===== src/hdl/ccpmd_pkg.sv =====
/*
 * shared constants and types of the capture/compare/pwm module:
 * register indices, configuration bit positions, reset values, modes.
 * assumes a single system clock and a plain register port.
 */
package ccpmd_pkg;

	// register port geometry
	localparam int unsigned ADDR_W = 3;
	localparam int unsigned DATA_W = 8;
	localparam int unsigned CNT_W  = 16;

	// register indices on the plain port
	localparam logic [ADDR_W-1:0] ADDR_CFG    = 3'h0; // module_config_reg
	localparam logic [ADDR_W-1:0] ADDR_CMP_L  = 3'h1; // compare_low_reg
	localparam logic [ADDR_W-1:0] ADDR_CMP_H  = 3'h2; // compare_high_reg
	localparam logic [ADDR_W-1:0] ADDR_STATUS = 3'h3; // sticky events, write one to clear
	localparam logic [ADDR_W-1:0] ADDR_MASK   = 3'h4; // interrupt mask
	localparam logic [ADDR_W-1:0] ADDR_PIN    = 3'h5; // pin and mode readback

	// module_config_reg bit positions
	localparam int unsigned CFG_OF   = 7; // output_flag_level
	localparam int unsigned CFG_COMPARATOR_ENABLE = 6; // comparator_enable
	localparam int unsigned CFG_RISE = 5; // rising_edge_select
	localparam int unsigned CFG_FALL = 4; // falling_edge_select
	localparam int unsigned CFG_MAT  = 3; // match_flag_enable
	localparam int unsigned CFG_TOG  = 2; // toggle_force_bit
	localparam int unsigned CFG_PWM  = 1; // pulse width bit
	localparam int unsigned CFG_ECCF = 0; // interrupt enable

	// status and mask bit positions
	localparam int unsigned ST_CCF = 0; // capture, match or pwm edge
	localparam int unsigned ST_OVF = 1; // main counter overflow
	localparam int unsigned ST_W   = 2;

	// reset values and wrap limits
	localparam logic [DATA_W-1:0] RST_REG  = 8'h00;
	localparam logic [ST_W-1:0]   RST_ST   = 2'h0;
	localparam logic [CNT_W-1:0]  RST_CNT  = 16'h0000;
	localparam logic [DATA_W-1:0] BYTE_MAX = 8'hff;
	localparam logic [CNT_W-1:0]  CNT_MAX  = 16'hffff;

	// operating modes
	typedef enum logic [2:0] {
		MODE_IDLE,
		MODE_CAPTURE,
		MODE_COMPARE,
		MODE_PWM8,
		MODE_PWM16,
		MODE_WINDOWED_PULSE_MODE
	} ccpmd_mode_t;

endpackage


===== src/hdl/ccpmd_edge_if.sv =====
/*
 * carries the synchronised pin level and its edges from the
 * pin synchroniser to the mode logic. one clock domain.
 */
interface ccpmd_edge_if;
	logic level; // synchronised pin level
	logic rise;  // one-cycle pulse on a rising edge
	logic fall;  // one-cycle pulse on a falling edge

	modport src (output level, output rise, output fall);
	modport dst (input level, input rise, input fall);
endinterface


===== src/hdl/ccpmd_top.sv =====
/*
 * one capture/compare/pwm module timed by the shared main counter.
 * holds its configuration, compare/capture and interrupt registers,
 * decodes the mode and drives or samples module_pin.
 * assumes main_count_i comes from logic on sys_clk_i and that the
 * register master keeps strobes one cycle long and never both at once.
 */
// Our own choices: the register offsets and the address-and-strobe port.
module ccpmd_top (
	input  wire logic                           sys_clk_i,
	input  wire logic                           rst_i,
	input  wire logic [ccpmd_pkg::ADDR_W-1:0]   addr_i,
	input  wire logic [ccpmd_pkg::DATA_W-1:0]   wdata_i,
	input  wire logic                           wr_i,
	input  wire logic                           rd_i,
	output logic      [ccpmd_pkg::DATA_W-1:0]   rdata_o,
	input  wire logic [ccpmd_pkg::CNT_W-1:0]    main_count_i,
	input  wire logic                           module_pin_i,
	output logic                                module_pin_o,
	output logic                                module_pin_oe_n_o,
	output logic                                irq_o
);
	import ccpmd_pkg::*;

	// every flip-flop of the module
	typedef struct packed {
		logic [DATA_W-1:0] cfg;
		logic [DATA_W-1:0] cmp_l;
		logic [DATA_W-1:0] cmp_h;
		logic [CNT_W-1:0]  act;     // active comparator value
		logic [CNT_W-1:0]  cnt_d;   // counter one cycle ago
		logic [ST_W-1:0]   status;
		logic [ST_W-1:0]   mask;
		logic [DATA_W-1:0] rdata;
		logic              pin;
		logic              oe_n;
		logic              irq;
	} ccpmd_state_t;

	ccpmd_state_t r;
	ccpmd_state_t next_r;

	// pin synchroniser and edge detector
	ccpmd_edge_if edges ();

	ccpmd_pin_sync u_sync (
		.sys_clk_i (sys_clk_i),
		.rst_i     (rst_i),
		.pin_i     (module_pin_i),
		.edge_o    (edges)
	);

	// mode decode from the configuration byte
	function automatic ccpmd_mode_t mode_of(input logic [DATA_W-1:0] c);
		ccpmd_mode_t m;
		m = MODE_IDLE;
		if (!c[CFG_COMPARATOR_ENABLE]) begin
			m = MODE_IDLE;
		end else if (c[CFG_PWM]) begin
			if (c[CFG_RISE] && c[CFG_FALL]) begin
				m = MODE_WINDOWED_PULSE_MODE;
			end else if (c[CFG_RISE]) begin
				m = MODE_PWM16;
			end else if (!c[CFG_FALL]) begin
				m = MODE_PWM8;
			end
		end else if (c[CFG_RISE] || c[CFG_FALL]) begin
			m = MODE_CAPTURE;
		end else begin
			m = MODE_COMPARE;
		end
		return m;
	endfunction

	// decoded mode and qualified strobes
	ccpmd_mode_t       mode;
	logic              wr_cfg;
	logic              wr_l;
	logic              wr_h;
	logic              wr_st;
	logic              wr_mask;
	logic              cnt_ovf;
	logic              cl_ovf;
	logic [DATA_W-1:0] cl;
	logic [DATA_W-1:0] act_l;
	logic [DATA_W-1:0] act_h;
	logic              cap_hit;
	logic              match16;
	logic              ev_ccf;
	logic              pwm_out;
	logic              hw_set_ok;

	assign mode    = mode_of(r.cfg);
	assign wr_cfg  = wr_i && (addr_i == ADDR_CFG);
	assign wr_l    = wr_i && (addr_i == ADDR_CMP_L);
	assign wr_h    = wr_i && (addr_i == ADDR_CMP_H);
	assign wr_st   = wr_i && (addr_i == ADDR_STATUS);
	assign wr_mask = wr_i && (addr_i == ADDR_MASK);

	// counter wrap detection from the previous sample
	assign cnt_ovf = (r.cnt_d == CNT_MAX) && (main_count_i == RST_CNT);
	assign cl      = main_count_i[DATA_W-1:0];
	assign cl_ovf  = (r.cnt_d[DATA_W-1:0] == BYTE_MAX) && (cl == RST_REG);
	assign act_l   = r.act[DATA_W-1:0];
	assign act_h   = r.act[CNT_W-1:DATA_W];
	assign match16 = (main_count_i == r.act);

	// capture edge as chosen by the edge selects
	assign cap_hit = (mode == MODE_CAPTURE) &&
		((r.cfg[CFG_RISE] && edges.rise) ||
		 (r.cfg[CFG_FALL] && edges.fall));

	// hardware may set the enable only from a compare setup
	assign hw_set_ok = !r.cfg[CFG_RISE] && !r.cfg[CFG_FALL] && !r.cfg[CFG_PWM] &&
		(r.cfg[CFG_OF] || r.cfg[CFG_MAT] || r.cfg[CFG_TOG]);

	// pwm level and event of the current mode
	always_comb begin
		pwm_out = r.pin;
		ev_ccf  = 1'b0;
		case (mode)
			MODE_CAPTURE: begin
				ev_ccf = cap_hit;
			end
			MODE_COMPARE: begin
				ev_ccf = match16 && r.cfg[CFG_MAT];
			end
			MODE_PWM8: begin
				pwm_out = (cl > act_l);
				ev_ccf  = (cl == act_l);
			end
			MODE_PWM16: begin
				pwm_out = (main_count_i > r.act);
				ev_ccf  = match16;
			end
			MODE_WINDOWED_PULSE_MODE: begin
				pwm_out = (cl > act_l) && !(cl > act_h);
				ev_ccf  = (cl == act_l) || (r.cfg[CFG_MAT] && (cl == act_h));
			end
			default: begin
				pwm_out = r.pin;
				ev_ccf  = 1'b0;
			end
		endcase
	end

	// next state of all registers
	always_comb begin
		next_r       = r;
		next_r.cnt_d = main_count_i;

		// configuration written by software
		if (wr_cfg) begin
			next_r.cfg = wdata_i;
		end

		// compare registers and the hardware enable control
		if (wr_l) begin
			next_r.cmp_l = wdata_i;
			if (mode == MODE_COMPARE) begin
				next_r.cfg[CFG_COMPARATOR_ENABLE] = 1'b0;
			end
		end
		if (wr_h) begin
			next_r.cmp_h = wdata_i;
			if (hw_set_ok) begin
				next_r.cfg[CFG_COMPARATOR_ENABLE] = 1'b1;
			end
		end

		// capture wins over a software write in the same cycle
		if (cap_hit) begin
			next_r.cmp_l = cl;
			next_r.cmp_h = main_count_i[CNT_W-1:DATA_W];
		end

		// buffered compare value moves to the comparator on wrap, and every cycle while idle or capturing
		case (mode)
			MODE_COMPARE, MODE_PWM16: begin
				if (cnt_ovf) begin
					next_r.act = {r.cmp_h, r.cmp_l};
				end
			end
			MODE_PWM8, MODE_WINDOWED_PULSE_MODE: begin
				if (cl_ovf) begin
					next_r.act = {r.cmp_h, r.cmp_l};
				end
			end
			default: begin
				next_r.act = {r.cmp_h, r.cmp_l};
			end
		endcase

		// pin drive per mode
		case (mode)
			MODE_COMPARE: begin
				next_r.oe_n = 1'b0;
				if (match16) begin
					case ({r.cfg[CFG_OF], r.cfg[CFG_TOG]})
						2'b01:   next_r.pin = ~r.pin;
						2'b10:   next_r.pin = 1'b0;
						2'b11:   next_r.pin = 1'b1;
						default: next_r.pin = r.pin;
					endcase
				end
			end
			MODE_PWM8, MODE_PWM16: begin
				next_r.oe_n = 1'b0;
				next_r.pin  = r.cfg[CFG_TOG] ? 1'b1 : pwm_out;
			end
			MODE_WINDOWED_PULSE_MODE: begin
				next_r.oe_n = 1'b0;
				next_r.pin  = r.cfg[CFG_TOG] ? ~pwm_out : pwm_out;
			end
			MODE_CAPTURE: begin
				next_r.oe_n = 1'b1; // pin is an input
				next_r.pin  = edges.level;
			end
			default: begin
				next_r.oe_n = 1'b1; // idle: matches are ignored
				next_r.pin  = r.pin;
			end
		endcase

		// sticky status: write one clears, a new event wins
		if (wr_st) begin
			next_r.status = r.status & ~wdata_i[ST_W-1:0];
		end
		if (ev_ccf) begin
			next_r.status[ST_CCF] = 1'b1;
		end
		if (cnt_ovf) begin
			next_r.status[ST_OVF] = 1'b1;
		end
		if (wr_mask) begin
			next_r.mask = wdata_i[ST_W-1:0];
		end

		// interrupt level follows the flags and mask being registered in this cycle
		next_r.irq = r.cfg[CFG_ECCF] && |(next_r.status & next_r.mask);

		// read data stands one cycle after the strobe
		next_r.rdata = RST_REG;
		if (rd_i) begin
			case (addr_i)
				ADDR_CFG:    next_r.rdata = r.cfg;
				ADDR_CMP_L:  next_r.rdata = r.cmp_l;
				ADDR_CMP_H:  next_r.rdata = r.cmp_h;
				ADDR_STATUS: next_r.rdata = {{(DATA_W-ST_W){1'b0}}, r.status};
				ADDR_MASK:   next_r.rdata = {{(DATA_W-ST_W){1'b0}}, r.mask};
				ADDR_PIN:    next_r.rdata = {1'b0, mode, 2'b00, r.oe_n, r.pin};
				default:     next_r.rdata = RST_REG;
			endcase
		end
	end

	// the single register stage
	always_ff @(posedge sys_clk_i) begin
		if (rst_i) begin
			r        <= '0;
			r.cfg    <= RST_REG;
			r.cmp_l  <= RST_REG;
			r.cmp_h  <= RST_REG;
			r.status <= RST_ST;
			r.mask   <= RST_ST;
			r.oe_n   <= 1'b1;
		end else begin
			r <= next_r;
		end
	end

	// outputs straight from flip-flops
	assign rdata_o           = r.rdata;
	assign module_pin_o      = r.pin;
	assign module_pin_oe_n_o = r.oe_n;
	assign irq_o             = r.irq;
endmodule


===== src/hdl/ccpmd_pin_sync.sv =====
/*
 * two-flop synchroniser and edge detector for module_pin.
 * assumes the pin is asynchronous to sys_clk_i; rst_i synchronous.
 */
module ccpmd_pin_sync (
	input  wire logic    sys_clk_i,
	input  wire logic    rst_i,
	input  wire logic    pin_i,
	ccpmd_edge_if.src    edge_o
);
	import ccpmd_pkg::*;

	typedef struct packed {
		logic meta;  // first stage, read only by the second
		logic sync;  // second stage
		logic last;  // previous synchronised level
	} ccpmd_sync_t;

	ccpmd_sync_t r;
	ccpmd_sync_t next_r;

	// shift the pin through the stages
	always_comb begin
		next_r      = r;
		next_r.meta = pin_i;
		next_r.sync = r.meta;
		next_r.last = r.sync;
	end

	always_ff @(posedge sys_clk_i) begin
		if (rst_i) begin
			r <= '0;
		end else begin
			r <= next_r;
		end
	end

	// edges are taken between the second and third stages only
	assign edge_o.level = r.sync;
	assign edge_o.rise  = r.sync & ~r.last;
	assign edge_o.fall  = ~r.sync & r.last;
endmodule


===== config.mk =====
export PLATFORM = sky130hd
export DESIGN_NAME = ccpmd_top
export DESIGN_NICKNAME = d
export VERILOG_FILES = /design/src/hdl/ccpmd_pkg.sv /design/src/hdl/ccpmd_edge_if.sv /design/src/hdl/ccpmd_top.sv /design/src/hdl/ccpmd_pin_sync.sv
export SDC_FILE = /design/constraint.sdc
export NUM_CORES = 1
export LEC_CHECK = 0
export BUFFER_PORTS_ARGS = -buffer_cell sky130_fd_sc_hd__buf_4
export CORE_ASPECT_RATIO = 0.8
export CORE_UTILIZATION = 55
export CTS_BUF_LIST = sky130_fd_sc_hd__clkbuf_8
export CTS_CLUSTER_DIAMETER = 30
export DETAILED_ROUTE_END_ITERATION = 7
export PLACE_DENSITY = 0.76
export SYNTH_ARGS = -nofsm -noshare
export SYNTH_HDL_FRONTEND = slang
export SYNTH_HIERARCHICAL = 1
export SYNTH_SLANG_ARGS = --single-unit

===== constraint.sdc =====
create_clock -name sys_clk_i -period 3.6 [get_ports sys_clk_i]
set_input_delay 0.18 -clock sys_clk_i [delete_from_list [all_inputs] [get_ports sys_clk_i]]
set_output_delay 0.18 -clock sys_clk_i [all_outputs]
set_load 0.05 [all_outputs]

==> impl_metrics.yaml <==
critical_path:
  path_depth: 12
  cp_data_required_time_ps: 3870
  r2r_start: "r[68]"
  path_buf_inv: 1
  endpoint: "module_pin_o"
  start_kind: "register"
  cp_max_fo: 7
  ff2ff_path_depth: 12
  reg2reg_slack_ps: 610
  startpoint: "r[68]"
  worstReg2RegEnd: "module_pin_o"
  crit_arrival_ps: 3260
  crit_chain: "inv_1 -> ha_1 -> mux2i_1 -> and2_1 -> nand2_1 -> a2111oi_0 -> a221oi_1 -> ha_1 -> mux2_2 -> o32ai_1 -> a22oi_1 -> a211oi_1"
  criticalPathCategory: "register to register"
  cpMostUsedCell: "ha_1"
  crit_path_max_incr_delay_ps: 440
  path_delay_family: "compound AO/OA/AOI/OAI gates"
  crit_slowest_cell: "dfxtp_1"
  endpoint_kind: "register"
yosys:
  synth_area_um2: 3920
  yosys.area.top_type: "dfxtp_1"
  yosys.area.top_type_share_pct: 37.8
  synthArstFlopShare_pct: 0
  yosysSeqAreaShare_pct: 37.8
  synth_edf_count: 0
  syn_nets: 517
  yosysWarnings: 6
  synth_flop_cell: "dfxtp_1"
  synth_cells: 457
  yosys_register_bits: 74
  ys_top_cells_by_area: "dfxtp_1, ha_1, mux2i_1"
  syn_avg_cell_area_um2: 8.59
  synth.distinct_cells: 52
timing:
  slew_viol_final: 0
  skew_ps: 4.01
  final_hold_viol_count: 0
  grt_setup_unrepaired: "false"
  post-route-period-util_pct: 82.9
  slew-limit-headroom_pct: 33.7
  setup_violations: 0
  worst_slew_pin_slew_ps: 992
  layout_setup_ws_ps: 615
  finalSetupTns_ps: 0
  fmax_ghz: 0.335
  period_needed_ps: 2990
run_status:
  status: "finished clean"
flow_run:
  drv_cap: 0
clock_network:
  cts_root_buf: "clkbuf_8"
  post-cts-setup-buffers: 0
  clock_latency_ps: 350
  cts-buffers-inserted: 9
  post_cts_resized: 0
  cts_tree: "built"
  clock_path_buffers: 2
  clkTransAtPathRegs_ps: 80
  numClockSinks: 74
  cts_hold_repair.buffers: 0
  htreeDepth: 3
route:
  vias_per_cell: 5.97
  detail_route.wl_per_cell_um: 17.6
  postRouteAntennaNets: 0
  remaining_drc_errors: 0
  drt-total-wl_um: 10000
  dr.pass1.iters: 5
  drt_iter0_drc: 253
  vias: 3405
finish:
  drive_gt1_share_pct: 15.3
  multi_input_area_um2: 2200
  nets: 540
  seqCellArea_um2: 1480
  fillers: 609
  design_area_um2: 4420
  antenna_cells: 0
  area_growth_pct: 12.7
place:
  portBuffers: 42
  place_area_um2: 4210
  gp_congestion: 0.966
  hpwl_um: 7380
  dp_slack_ps: 629
pwr:
  cellLeakagePower_nw: 1.64
  power_density_nw_per_um2: 396
  ir_drop_uv: 251
die:
  core_area_um2: 6890
  die-area_um2: 7480
  core.rowCount: 27
  die_y_um: 77.5
  initial_utilization_pct: 56.9
  io_pins: 43
  chipWidth_um: 96.4
grt:
  grt_max_degree: 69
  grt_pass1_wl_um: 16300
  antenna_found_initial: 0
  grt_overflow: 0
  grt_pass1_vias: 3281
  track_usage_pct: 29.4
min_path:
  hp-class: "input pin to register"
Yosys cell counts, drive strengths merged (4+ instances only):
master / n
ha: 28
a21oi: 39
nor3: 7
clkbuf: 18
nand2b: 7
inv: 20
nor2b: 26
or4: 4
nand4: 11
nand3: 17
buf: 16
mux2i: 29
nand2: 44
nor4: 5
o21ai: 7
dfxtp: 74
mux2: 5
a211oi: 18
a22oi: 4
nor2: 47
report_power, final:
part / switching (mW) / total [mW] / internal, mW
sequential: 0.0126 / 0.851 / 0.838
combinational: 0.101 / 0.175 / 0.0744
clock: 0.321 / 0.725 / 0.404
total: 0.434 / 1.75 / 1.32
registers in the layout (all words and copies together) (netlist names):
name                 cells
r                       44
act_h                    8
u_sync/r                 1
u_sync/edge_o.level      1
irq_o                    1
act_l                    8
u_sync/next_r            1
module_pin_oe_n_o        1
module_pin_o             1
rdata_o                  8
area by class of cell:
class	instances	area share, %
multi-input cells	329	49.7
flip-flops and latches	74	33.5
repair buffers	46	7.81
clock inverters	4	1.73
inverters	20	1.70
clock buffers	10	3.11
well taps	87	2.46
cell families (layout without fill, tap and decap cells):
| kind of cell | count (synthesis) | after routing | share of synthesized area (%) |
|---|---|---|---|
| AOI/OAI and AO/OA | 90 | 90 | 15.1 |
| adders and majority gates | 28 | 28 | 8.93 |
| buffers and inverters | 54 | 80 | 6.28 |
| DFF | 74 | 74 | 37.8 |
| muxes | 34 | 34 | 8.83 |
| and+or+nand+nor | 177 | 177 | 23.2 |
metal layers:
| metal | track usage, % | share of wire [%] |
|---|---|---|
| met5 | 0 | 0 |
| met4 | 9.71 | 2.0 |
| met3 | 6.76 | 7.0 |
| met2 | 43.1 | 44 |
| met1 | 42.1 | 47 |
stage by stage:
stage | util (%) | power, mW | hold slack, ps | instances
floorplan | - | 0.972 | 252 | 457
global placement | 61.0 | 1.04 | 395 | 556
detailed placement | 61.0 | 1.04 | 399 | 556
CTS | 64.1 | 1.76 | 22.7 | 570
global route | 64.1 | 1.81 | 50.0 | 570
finish | 64.1 | 1.75 | 32.5 | 570
how the worst min path moves through the flow:
stage | start | to | cells past startpoint
2_1_floorplan | rst_i | u_sync/edge_o.level | 1
3_3_place_gp | module_pin_i | u_sync/next_r[1] | 2
3_5_place_dp | module_pin_i | u_sync/next_r[1] | 2
4_1_cts | module_pin_i | u_sync/next_r[1] | 2
5_1_grt | module_pin_i | u_sync/next_r[1] | 2
6_report | module_pin_i | u_sync/next_r[1] | 2
cells in the final DEF, fill, tap and decap left out, drive strengths merged, types with 2 or more instances in the layout:
master / netlist / routed
nor2: 47 / 47
nor4: 5 / 5
or4: 4 / 4
mux2: 5 / 5
nand3: 17 / 17
o22a: 2 / 2
nor2b: 26 / 26
and3: 3 / 3
clkbuf: 18 / 10
nand4: 11 / 11
bufinv: 0 / 2
o21ai: 7 / 7
o211ai: 3 / 3
nand2: 44 / 44
dfxtp: 74 / 74
a22oi: 4 / 4
a21o: 2 / 2
a31oi: 3 / 3
mux2i: 29 / 29
nor3: 7 / 7
a211oi: 18 / 18
nand2b: 7 / 7
a21oi: 39 / 39
inv: 20 / 21
ha: 28 / 28
buf: 16 / 46
No activity file was read; power rests on OpenSTA's default activity.
